`src/rtl/tsps_map.svh`:
```
// register offsets, field positions, reset values and selector codes for the timing pin select block
`ifndef TSPS_MAP_SVH
`define TSPS_MAP_SVH

`define TSPS_OFS_INT_MASK 8'h01
`define TSPS_OFS_RATIO 8'h0A
`define TSPS_OFS_PIN_SEL 8'h0B
`define TSPS_OFS_SLOW_TRIM 8'h4B
`define TSPS_OFS_FAST_TRIM 8'h4D
`define TSPS_OFS_RATIO_CTRL 8'h50
`define TSPS_OFS_FAST_EN 8'h5F

`define TSPS_BIT_MASK_SLOT_A 5
`define TSPS_BIT_MASK_SLOT_B 6
`define TSPS_BIT_MASK_FIFO 8
`define TSPS_BIT_RATIO_EN 5
`define TSPS_BIT_FAST_EN 0

`define TSPS_RST_INT_MASK 16'h01FF
`define TSPS_RST_PIN_SEL 16'h0000
`define TSPS_RST_SLOW_TRIM 6'h00
`define TSPS_RST_FAST_TRIM 8'h98

`define TSPS_SEL_INT 5'h01
`define TSPS_SEL_WINDOW 5'h02
`define TSPS_SEL_LED_A 5'h05
`define TSPS_SEL_LED_B 5'h06
`define TSPS_SEL_LED_AB 5'h07
`define TSPS_SEL_DATA_A 5'h0C
`define TSPS_SEL_DATA_B 5'h0D
`define TSPS_SEL_DATA_AB 5'h0E
`define TSPS_SEL_HALF 5'h0F
`define TSPS_SEL_ZERO 5'h10
`define TSPS_SEL_ONE 5'h11
`define TSPS_SEL_SLOW_OSC 5'h13

`define TSPS_MODE_STANDBY 2'h0
`define TSPS_MODE_PROGRAM 2'h1
`define TSPS_MODE_NORMAL 2'h2

`define TSPS_RATIO_SLOW_PERIODS 2
`define TSPS_RATIO_NOMINAL 12'h7D0

`endif

```
`src/rtl/tsps_pkg.sv`:
```
// types shared by the timing pin select block
package tsps_pkg;
  // per-pin driver configuration
  typedef struct packed {
    logic openDrain;
    logic invert;
  } tsps_pin_cfg_t;
  // two-signal view of one output pin
  typedef struct packed {
    logic out;
    logic oe;
  } tsps_pin_drive_t;
  // ratio measurement sequence
  typedef enum logic [1:0] {
    TSPS_RATIO_IDLE,
    TSPS_RATIO_ARM,
    TSPS_RATIO_COUNT,
    TSPS_RATIO_DONE
  } tsps_ratio_state_t;
endpackage

```
`src/rtl/tsps_sync.sv`:
```
// three-stage synchroniser; output moves only when stages two and three agree
`timescale 1ns/1ps
module tsps_sync (
  input wire logic ref_clk,
  input wire logic reset,
  input wire logic async,
  output logic level
);
  logic stage1;
  logic stage2;
  logic stage3;

  // stage1 is read by stage2 alone, so a metastable sample never reaches logic
  always_ff @(posedge ref_clk) begin
    if (reset) begin
      stage1 <= 1'b0;
      stage2 <= 1'b0;
      stage3 <= 1'b0;
    end else begin
      stage1 <= async;
      stage2 <= stage1;
      stage3 <= stage2;
    end
  end

  // accept a change only once it has been seen twice
  always_ff @(posedge ref_clk) begin
    if (reset) begin
      level <= 1'b0;
    end else if (stage2 == stage3) begin
      level <= stage3;
    end
  end
endmodule

```
`src/rtl/tsps_ratio_counter.sv`:
```
// counts fast-clock cycles across two slow-clock periods
`timescale 1ns/1ps
`include "tsps_map.svh"
module tsps_ratio_counter
  import tsps_pkg::*;
#(
  parameter int WIDTH = 12
) (
  input wire logic ref_clk,
  input wire logic reset,
  input wire logic enable,
  input wire logic slowRise,
  output logic [WIDTH-1:0] ratio,
  output logic done
);
  localparam logic [WIDTH-1:0] MAX_COUNT = {WIDTH{1'b1}};
  tsps_ratio_state_t state;
  logic [WIDTH-1:0] count;
  logic [1:0] edges;

  // measurement sequence; dropping enable aborts and clears everything
  always_ff @(posedge ref_clk) begin
    if (reset || !enable) begin
      state <= TSPS_RATIO_IDLE;
      count <= '0;
      edges <= 2'h0;
      ratio <= '0;
      done <= 1'b0;
    end else begin
      case (state)
        TSPS_RATIO_IDLE: begin
          state <= TSPS_RATIO_ARM;
        end
        TSPS_RATIO_ARM: begin
          if (slowRise) begin
            state <= TSPS_RATIO_COUNT;
            // the arming edge already opens the first counted fast cycle
            count <= WIDTH'(1);
            edges <= 2'h0;
          end
        end
        TSPS_RATIO_COUNT: begin
          // saturate rather than wrap so a slow clock never reads as fast
          if (count != MAX_COUNT) begin
            count <= count + 1'b1;
          end
          if (slowRise) begin
            edges <= edges + 2'h1;
            if (edges == 2'(`TSPS_RATIO_SLOW_PERIODS - 1)) begin
              ratio <= count;
              done <= 1'b1;
              state <= TSPS_RATIO_DONE;
            end
          end
        end
        TSPS_RATIO_DONE: begin
          state <= TSPS_RATIO_DONE;
        end
        default: begin
          state <= TSPS_RATIO_IDLE;
        end
      endcase
    end
  end
endmodule

```
`src/rtl/tsps_top.sv`:
```
// timing signal pin select: register file, calibration support and two timing output pins
`timescale 1ns/1ps
`include "tsps_map.svh"
module tsps_top
  import tsps_pkg::*;
#(
  parameter int RATIO_WIDTH = 12,
  parameter int SEL_WIDTH = 5
) (
  input wire logic ref_clk,
  input wire logic reset,
  input wire logic regWrite,
  input wire logic [7:0] regAddr,
  input wire logic [15:0] regWrData,
  output logic [15:0] regRdData,
  input wire logic [1:0] opMode,
  input wire logic sampleStart,
  input wire logic sampleEnd,
  input wire logic [1:0] dataWritten,
  input wire logic [1:0] ledPulse,
  input wire logic fifoIrq,
  input wire logic [1:0] intClear,
  input wire logic slowOscClk,
  input wire tsps_pin_cfg_t pinCfgZero,
  input wire tsps_pin_cfg_t pinCfgOne,
  output logic [1:0] sampleIntFlag,
  output logic fastOscEnable,
  output logic [7:0] fastOscTrim,
  output logic [5:0] slowOscTrim,
  output logic pinZeroOut,
  output logic pinZeroOe,
  output logic pinOneOut,
  output logic pinOneOe
);
  // software-visible state, plus the ratio done flag that nothing reads
  logic [15:0] intMask;
  logic [15:0] pinSelect;
  logic ratioCountEnable;
  logic [RATIO_WIDTH-1:0] ratioValue;
  logic ratioDone;

  // timing state seen by the selectors and the ratio counter
  logic slowLevel;
  logic slowLevelDly;
  logic slowRise;
  logic sampleWindow;
  logic [1:0] dataCycle;
  logic halfRateToggle;
  logic [1:0] modeDly;
  logic modeToNormal;
  logic intLine;

  // per-pin selector view
  logic [1:0][SEL_WIDTH-1:0] pinCode;
  tsps_pin_cfg_t [1:0] pinCfg;
  logic [1:0] pinLevel;
  tsps_pin_drive_t [1:0] pinDrive;
  logic [1:0] slotIntEnable;

  // map a selector code to its raw timing level; unknown codes stay inactive
  function automatic logic selectLevel(input logic [SEL_WIDTH-1:0] code);
    logic level;
    level = 1'b0;
    case (code)
      `TSPS_SEL_INT: level = intLine;
      `TSPS_SEL_WINDOW: level = sampleWindow;
      `TSPS_SEL_LED_A: level = ledPulse[0];
      `TSPS_SEL_LED_B: level = ledPulse[1];
      `TSPS_SEL_LED_AB: level = |ledPulse;
      `TSPS_SEL_DATA_A: level = dataCycle[0];
      `TSPS_SEL_DATA_B: level = dataCycle[1];
      `TSPS_SEL_DATA_AB: level = |dataCycle;
      `TSPS_SEL_HALF: level = halfRateToggle;
      `TSPS_SEL_ZERO: level = 1'b0;
      `TSPS_SEL_ONE: level = 1'b1;
      `TSPS_SEL_SLOW_OSC: level = slowLevel;
      default: level = 1'b0;
    endcase
    return level;
  endfunction

  // register writes at the documented offsets
  always_ff @(posedge ref_clk) begin
    if (reset) begin
      intMask <= `TSPS_RST_INT_MASK;
      pinSelect <= `TSPS_RST_PIN_SEL;
      slowOscTrim <= `TSPS_RST_SLOW_TRIM;
      fastOscTrim <= `TSPS_RST_FAST_TRIM;
      ratioCountEnable <= 1'b0;
      fastOscEnable <= 1'b0;
    end else if (regWrite) begin
      case (regAddr)
        `TSPS_OFS_INT_MASK: intMask <= regWrData;
        `TSPS_OFS_PIN_SEL: pinSelect <= regWrData;
        // larger trim slows the slow oscillator; the analog side owns the sense
        `TSPS_OFS_SLOW_TRIM: slowOscTrim <= regWrData[5:0];
        `TSPS_OFS_FAST_TRIM: fastOscTrim <= regWrData[7:0];
        `TSPS_OFS_RATIO_CTRL: ratioCountEnable <= regWrData[`TSPS_BIT_RATIO_EN];
        `TSPS_OFS_FAST_EN: fastOscEnable <= regWrData[`TSPS_BIT_FAST_EN];
        default: begin
        end
      endcase
    end
  end

  // registered readback; unmapped offsets read as zero, as do unused bits of the trim, ratio and enable registers; mask and selector read back all 16 bits
  always_ff @(posedge ref_clk) begin
    if (reset) begin
      regRdData <= 16'h0000;
    end else begin
      case (regAddr)
        `TSPS_OFS_INT_MASK: regRdData <= intMask;
        `TSPS_OFS_RATIO: regRdData <= 16'(ratioValue);
        `TSPS_OFS_PIN_SEL: regRdData <= pinSelect;
        `TSPS_OFS_SLOW_TRIM: regRdData <= 16'(slowOscTrim);
        `TSPS_OFS_FAST_TRIM: regRdData <= 16'(fastOscTrim);
        `TSPS_OFS_RATIO_CTRL: regRdData <= 16'(ratioCountEnable) << `TSPS_BIT_RATIO_EN;
        `TSPS_OFS_FAST_EN: regRdData <= 16'(fastOscEnable);
        default: regRdData <= 16'h0000;
      endcase
    end
  end

  // slow oscillator arrives asynchronously and must be cleaned up first
  tsps_sync u_slow_sync (
    .ref_clk(ref_clk),
    .reset(reset),
    .async(slowOscClk),
    .level(slowLevel)
  );

  // edge of the already-synchronised slow clock
  always_ff @(posedge ref_clk) begin
    if (reset) begin
      slowLevelDly <= 1'b0;
    end else begin
      slowLevelDly <= slowLevel;
    end
  end
  assign slowRise = slowLevel & ~slowLevelDly;

  // ref_clk is the fast time base, counted against two slow periods
  tsps_ratio_counter #(
    .WIDTH(RATIO_WIDTH)
  ) u_ratio (
    .ref_clk(ref_clk),
    .reset(reset),
    .enable(ratioCountEnable),
    .slowRise(slowRise),
    .ratio(ratioValue),
    .done(ratioDone)
  );

  // per-slot sample interrupt flags; a new sample beats a same-cycle clear
  assign slotIntEnable[0] = ~intMask[`TSPS_BIT_MASK_SLOT_A];
  assign slotIntEnable[1] = ~intMask[`TSPS_BIT_MASK_SLOT_B];
  for (genvar s = 0; s < 2; s++) begin : g_slot
    always_ff @(posedge ref_clk) begin
      if (reset) begin
        sampleIntFlag[s] <= 1'b0;
      end else if (dataWritten[s] && slotIntEnable[s]) begin
        sampleIntFlag[s] <= 1'b1;
      end else if (intClear[s]) begin
        sampleIntFlag[s] <= 1'b0;
      end
    end

    // data cycle flag: set at slot end, dropped at next sample start
    always_ff @(posedge ref_clk) begin
      if (reset) begin
        dataCycle[s] <= 1'b0;
      end else if (dataWritten[s]) begin
        dataCycle[s] <= 1'b1;
      end else if (sampleStart) begin
        dataCycle[s] <= 1'b0;
      end
    end
  end

  // interrupt line combines the sample flags and the unmasked fifo request
  assign intLine = (|sampleIntFlag) | (fifoIrq & ~intMask[`TSPS_BIT_MASK_FIFO]);

  // sample window spans first enabled slot start to last enabled slot end
  always_ff @(posedge ref_clk) begin
    if (reset) begin
      sampleWindow <= 1'b0;
    end else if (sampleStart) begin
      sampleWindow <= 1'b1;
    end else if (sampleEnd) begin
      sampleWindow <= 1'b0;
    end
  end

  // mode history to spot the standby to normal step
  always_ff @(posedge ref_clk) begin
    if (reset) begin
      modeDly <= `TSPS_MODE_STANDBY;
    end else begin
      modeDly <= opMode;
    end
  end
  assign modeToNormal = (modeDly == `TSPS_MODE_STANDBY) && (opMode == `TSPS_MODE_NORMAL);

  // half-rate toggle: forced low on the standby to normal step, flips at every sample end in normal mode
  always_ff @(posedge ref_clk) begin
    if (reset) begin
      halfRateToggle <= 1'b0;
    end else if (modeToNormal) begin
      halfRateToggle <= 1'b0;
    end else if (sampleEnd && opMode == `TSPS_MODE_NORMAL) begin
      halfRateToggle <= ~halfRateToggle;
    end
  end

  // whole selector zero falls back to interrupt on pin zero, window on pin one
  always_comb begin
    if (pinSelect == 16'h0000) begin
      pinCode[0] = `TSPS_SEL_INT;
      pinCode[1] = `TSPS_SEL_WINDOW;
    end else begin
      pinCode[0] = pinSelect[4:0];
      pinCode[1] = pinSelect[12:8];
    end
  end

  assign pinCfg[0] = pinCfgZero;
  assign pinCfg[1] = pinCfgOne;

  // selector function reads module state, so a process keeps it sensitive to all of it
  always_comb begin
    for (int p = 0; p < 2; p++) begin
      pinLevel[p] = selectLevel(pinCode[p]) ^ pinCfg[p].invert;
    end
  end

  // selection, polarity and driver type per pin, registered to keep pins glitch free
  for (genvar p = 0; p < 2; p++) begin : g_pin
    always_ff @(posedge ref_clk) begin
      if (reset) begin
        pinDrive[p] <= '{out: 1'b0, oe: 1'b0};
      end else if (pinCfg[p].openDrain) begin
        // open drain only ever pulls low; high is left to the shared pull-up
        pinDrive[p] <= '{out: 1'b0, oe: ~pinLevel[p]};
      end else begin
        pinDrive[p] <= '{out: pinLevel[p], oe: 1'b1};
      end
    end
  end

  assign pinZeroOut = pinDrive[0].out;
  assign pinZeroOe = pinDrive[0].oe;
  assign pinOneOut = pinDrive[1].out;
  assign pinOneOe = pinDrive[1].oe;
endmodule

```
`config.mk`:
```
export PLATFORM = sky130hd
export DESIGN_NAME = tsps_top
export DESIGN_NICKNAME = d
export VERILOG_FILES = /design/src/rtl/tsps_pkg.sv /design/src/rtl/tsps_sync.sv /design/src/rtl/tsps_ratio_counter.sv /design/src/rtl/tsps_top.sv
export VERILOG_INCLUDE_DIRS = /design/src /design/src/rtl
export SDC_FILE = /design/constraint.sdc
export NUM_CORES = 1
export LEC_CHECK = 0
export ABC_AREA = 1
export ABC_CLOCK_PERIOD_IN_PS = 4000
export BUFFER_PORTS_ARGS = -buffer_cell sky130_fd_sc_hd__buf_4
export CAP_MARGIN = 0
export CORE_MARGIN = 1
export CORE_UTILIZATION = 55
export DETAILED_ROUTE_END_ITERATION = 12
export PLACE_DENSITY_LB_ADDON = 0.05
export SETUP_SLACK_MARGIN = 0.05
export SLEW_MARGIN = 20
export SYNTH_ARGS = -nofsm -noshare
export SYNTH_HDL_FRONTEND = slang
export SYNTH_SLANG_ARGS = --single-unit
export TNS_END_PERCENT = 1
```
`constraint.sdc`:
```
create_clock -name ref_clk -period 4 [get_ports ref_clk]
set_input_delay 0.2 -clock ref_clk [delete_from_list [all_inputs] [get_ports ref_clk]]
set_output_delay 0.2 -clock ref_clk [all_outputs]
set_load 0.02 [all_outputs]
```
After elaboration in Yosys (flattened, before gate mapping). Index checks and enable logic that the tools add are counted.

$add $sub $neg: 2. Equality and inequality tests: 40. Muxes and demuxes: 25. Bitwise gates (word level): 12. Reduce and logical (&&, ||, !) cells: 31.

Operators with widths (count): case mux 16 bit (7 select lines) (1); equality test 5 x 4 -> 1 bit (second input constant) (8); equality test 8 x 7 -> 1 bit (second input constant) (4); equality test 5 x 3 -> 1 bit (second input constant) (6); two-way mux 12 bit (2); case mux 12 bit (2 select lines) (1); case mux 1 bit (11 select lines) (2); equality test 5 bit (second input constant) (4); equality test 8 x 4 -> 1 bit (second input constant) (2); zero test 16 bit (1); adder 12 x 1 -> 12 bit (second input constant) (1); inequality test 12 bit (second input constant) (1); AND reduction 2 bit (6); AND reduction 3 bit (4); nonzero test 2 bit (6); OR reduction 2 bit (6); two-way mux 1 bit (11); equality test 5 x 1 -> 1 bit (second input constant) (2); equality test 5 x 2 -> 1 bit (second input constant) (2); two-way mux 10 bit (1); two-way mux 2 bit (5); equality test 8 x 1 -> 1 bit (second input constant) (1); case mux 2 bit (4 select lines) (1); inverter 1 bit (7); other kinds (14) (25).

Flip-flop bits (word level): 109. Input bits: 43. Logic and storage cells: 137.

Logic depth before layout (Yosys ltp).
Depth after elaboration: 7. Depth in mapped cells: 14.

By module. From an unflattened synthesis, not the netlist that was laid out.

Cells, all modules: 681. Area total of the unflattened synthesis: 4934.7 sq um.

By module, submodules not included: tsps_top (instances 1, cells each 473, area an instance 3397.0 sq um, seq. area each 1541.5 sq um); tsps_ratio_counter (instances 1, cells each 195, area an instance 1416.4 sq um, seq. area each 580.6 sq um); tsps_sync (instances 1, cells each 13, area an instance 121.4 sq um, seq. area each 80.1 sq um).

Worst setup path after synthesis. OpenSTA, ideal clock, no wires.

Path kind: reg-to-reg. Start point: reg u_ratio.count[0]. End point: reg u_ratio.count[6]. Library setup time: 115 ps. Arrival: 1372 ps. Data required time: 3885 ps. Path slack: 2513 ps. Cell stages (with the launch flop): 11. Path buffers: 0. Clock period less this slack: 1487 ps. Path through: dfxtp_1 ha_1 inv_1 nor4_4 nand2_2 nand2_4 inv_4 nand2_1 inv_1 o21ai_1 nor2_1.

Cells in the longest elaborated chain, start to end: 3. Elaborated cells between the ends (all ways): 6. Classes of those cells: 1 x add/sub; 2 x eq/ne; 2 x mux; 1 x reduce/logical.

Ends and longest elaborated chain: start, declared (line tsps_ratio_counter.sv:18) `logic [WIDTH-1:0] count;`; start signal, assigned (line tsps_ratio_counter.sv:45) `count <= count + 1'b1;`; adder 12 x 1 -> 12 bit or inequality test 12 bit (tied branches) (line tsps_ratio_counter.sv:45, tsps_ratio_counter.sv:44); two-way mux 12 bit or inequality test 2 x 1 -> 1 bit (tied branches); case mux 12 bit (2 select lines) or AND reduction 3 bit (tied branches).

Several ways; a longest one is shown, not always the timed one. The select of a mux whose other input is x is not followed. A chain may end at the register's enable or synchronous reset.

Final worst setup path.
Start point: reg u_slow_sync.level. End point: reg u_ratio.ratio[0].

Cells in the longest elaborated chain, start to end: 2.

Ends and longest elaborated chain: start, declared (line tsps_sync.sv:7) `output logic level`; start signal, assigned (line tsps_sync.sv:31) `level <= stage3;`; AND 1 bit (line tsps_top.sv:140) `assign slowRise = slowLevel & ~slowLevelDly;`; AND reduction 3 bit (no source line); end signal, assigned (line tsps_ratio_counter.sv:50) `ratio <= count;`; end, declared (line tsps_ratio_counter.sv:13) `output logic [WIDTH-1:0] ratio,`.

No other way between the ends.

==> impl_metrics.tcl <==
set metrics [dict create \
    status "completed" \
    drive_gt1_frac 0.1964 \
    clk_pin_slew_ns 0.11 \
    met1_length_mm 5.398 \
    critPathSlowestCell "dfxtp_1" \
    synth_seq_cells 109 \
    cp.required_ns 4.28 \
    cp-start-kind "register" \
    multi_input_area_um2 2151 \
    grt_pass1_vias 4160 \
    area.growth.synth_to_final_pct 16.85 \
    synth_common_cells "dfxtp_1, nand2_1, inv_1" \
    grt_pass1_wl_mm 19.23 \
    die_x_um 95.82 \
    insertedDiodeCount 0 \
    synth_xor_area_frac 0.003619 \
    rsz0062_at_grt "no" \
    finalSetupTns_ns 0 \
    wl_met3_um 735 \
    tightest_slew_ns 0.6839 \
    cts_sinks 109 \
    crit_start "u_slow_sync.level$_SDFFE_PP0N_" \
    placed_cell_area_um2 5439 \
    synth_fp_nets 687 \
    synth_top_family_by_area "simple AND/OR/NAND/NOR gates" \
    worst_clock_skew_ns 0.01421 \
    dieArea_um2 9181 \
    yosysSeqAreaShare 0.4508 \
    post_cts_buffers 0 \
    ys_async_sr_fraction 0 \
    max_freq_mhz 580.9 \
    wire_per_inst_um 14.49 \
    grt_usage 0.2712 \
    final_nets 758 \
    cp_max_fo 16 \
    drtPass1Iterations 5 \
    port_buffers 79 \
    crit_buf_inv 3 \
    clock_path_buffers 2 \
    synth_fa_ha_area_frac 0.005169 \
    grt.overflow.total 0 \
    ys.flop_type "dfxtp_1" \
    drt_iter0_drc 226 \
    post-route-period-util 0.4304 \
    via_per_inst 5.487 \
    wl_met2_mm 5.634 \
    synthMuxAreaShare 0 \
    yosys.area_share.simple 0.2595 \
    post-synth-top-area-cell "dfxtp_1" \
    critPathMaxStageDelay_ns 0.41 \
    power_leakage_nw 2.427 \
    crit_type "register to register" \
    yosysTopAreaCellShare 0.4508 \
    dr_total_vias 4516 \
    endpoint_kind "register" \
    dp_worst_setup_slack_ns 2.154 \
    std_cell_rows 33 \
    numCtsBuffers 9 \
    routed_wl_mm 11.93 \
    max-slew-margin-rel 0.5434 \
    cts_resized 0 \
    worstPathCellList "inv_2 -> nor2_2 -> inv_2 -> nor2_2 -> nand2_1 -> inv_2 -> nor2_1 -> a211oi_1" \
    synth-compound-area-share 0.1760 \
    p_per_area_nw_per_um2 340.4 \
    crit_top_cell "inv_2" \
    cap_violations 0 \
    htreeDepth 3 \
    dr.max_layer_used "met4" \
    cts_tree "yes" \
    regArea_um2 2182 \
    synth_cell_type_count 46 \
    r2r_start "u_slow_sync.level$_SDFFE_PP0N_" \
    io_pins 80 \
    core_area_um2 8382 \
    post-route-drc-count 0 \
    crit_family "simple AND/OR/NAND/NOR gates" \
    antenna_found_initial 0 \
    synth.area.top_cells "dfxtp_1, nand2_1, inv_1" \
    finalHoldViolCount 0 \
    min_path_type "primary input to register" \
    syn_avg_cell_area_um2 7.540 \
    min_from "slowOscClk" \
    synth_edf_count 0 \
    cp.arrival_ns 2.00 \
    yosysMostFrequentCell "dfxtp_1" \
    clk_latency_ns 0.37 \
    ant_nets 0 \
    post-route-worst-setup-slack_ns 2.278 \
    netlist_area_um2 4841 \
    fill_cells 767 \
    cts_hold_buf 0 \
    die_y_um 95.82 \
    yosys_warnings 0 \
    drv_slew 0 \
    ir_worst_vdd_uv 208.0 \
    dp_hpwl_mm 8.932 \
    grt_max_degree 45 \
    start_util 0.5775 \
    setup_viol 0 \
    cts-root-buf "clkbuf_8" \
    fin_crit_ns 1.722 \
    synthCells 642 \
    place.gp.congestion 0.8977 \
    final_cell_area_um2 5657 \
]
## layer usage
metal,vias up,track usage
met1,2089,0.3522
met4,0,0.07960
li1,2254,-
met2,158,0.4571
met5,-,0
met3,15,0.05213
## layout make-up
| type | instances | share of cell area |
|---|---|---|
| timing repair buffer | 79 | 0.1048 |
| sequential | 109 | 0.3858 |
| tap | 105 | 0.02322 |
| inverter | 98 | 0.06746 |
| clock inverter | 5 | 0.01172 |
| multi-input combinational | 416 | 0.3802 |
| clock buffer | 11 | 0.02676 |
## path summary, 6_finish.rpt
| check | slack [ns] | to | cells past startpoint |
|---|---|---|---|
| worst max-delay path | 2.28 | u_ratio.ratio[0]$_SDFFE_PP0P_ | 8 |
| worst min-delay path | 0.04 | u_slow_sync.stage1$_SDFF_PP0_ | 3 |
| worst max register to register | 2.28 | u_ratio.ratio[0]$_SDFFE_PP0P_ | 8 |
| worst min register to register | 0.41 | u_slow_sync.stage2$_SDFF_PP0_ | 2 |
## power breakdown
group	switching, mW	internal, mW
registers	0.00479	1.09
logic	0.0624	0.0465
clock network	0.387	0.332
## tightest hold or removal path: stages
cell and delay (ns):
buf_4 0.08, inv_1 0.03, nor2_1 0.07
## registers in the layout, indices dropped and copies added (netlist names), 2 cells and up
name and flops:
intMask 16, pinSelect 16, u_ratio.edges 2, u_ratio.count 12
slowOscTrim 6, dataCycle 2, regRdData 16, fastOscTrim 8
sampleIntFlag 2, u_ratio.state 2, modeDly 2, u_ratio.ratio 12
## per-stage QoR
stage / hold WS (ns) / std cells / power (mW) / utilization
after global placement: 0.3939 / 807 / 1.229 / 0.6489
after floorplan: 0.3070 / 642 / 1.174 / -
after detailed placement: 0.3944 / 807 / 1.231 / 0.6489
final: 0.03634 / 823 / 1.926 / 0.6749
after CTS: 0.02288 / 823 / 1.933 / 0.6749
after global routing: 0.03590 / 823 / 2.001 / 0.6749
## kinds of logic after synthesis
family	count (synthesis)
DFF	109
xor gates and xnor gates	2
buffers and inverters	117
and+or+nand+nor	261
AOI/OAI and AO/OA	151
adders and majority gates	2
## cell usage in the layout, fill, tap and decap left out, types with 3 or more instances in the layout
master	Yosys	routed
dfxtp_1	109	109
nand2_1	101	101
inv_1	86	85
buf_4	1	79
nor2_1	70	70
a21oi_1	63	63
o21ai_0	40	40
nand3_1	35	35
nor3_1	14	14
nor2_2	11	11
o21ai_1	11	11
o22ai_1	11	11
clkbuf_8	0	11
a211oi_1	10	10
nand4_1	7	7
inv_2	6	7
nand2_2	5	5
nand2_4	4	4
o211ai_1	4	4
inv_4	3	3
a221oi_1	3	3
(Power assumes the default switching activity.)
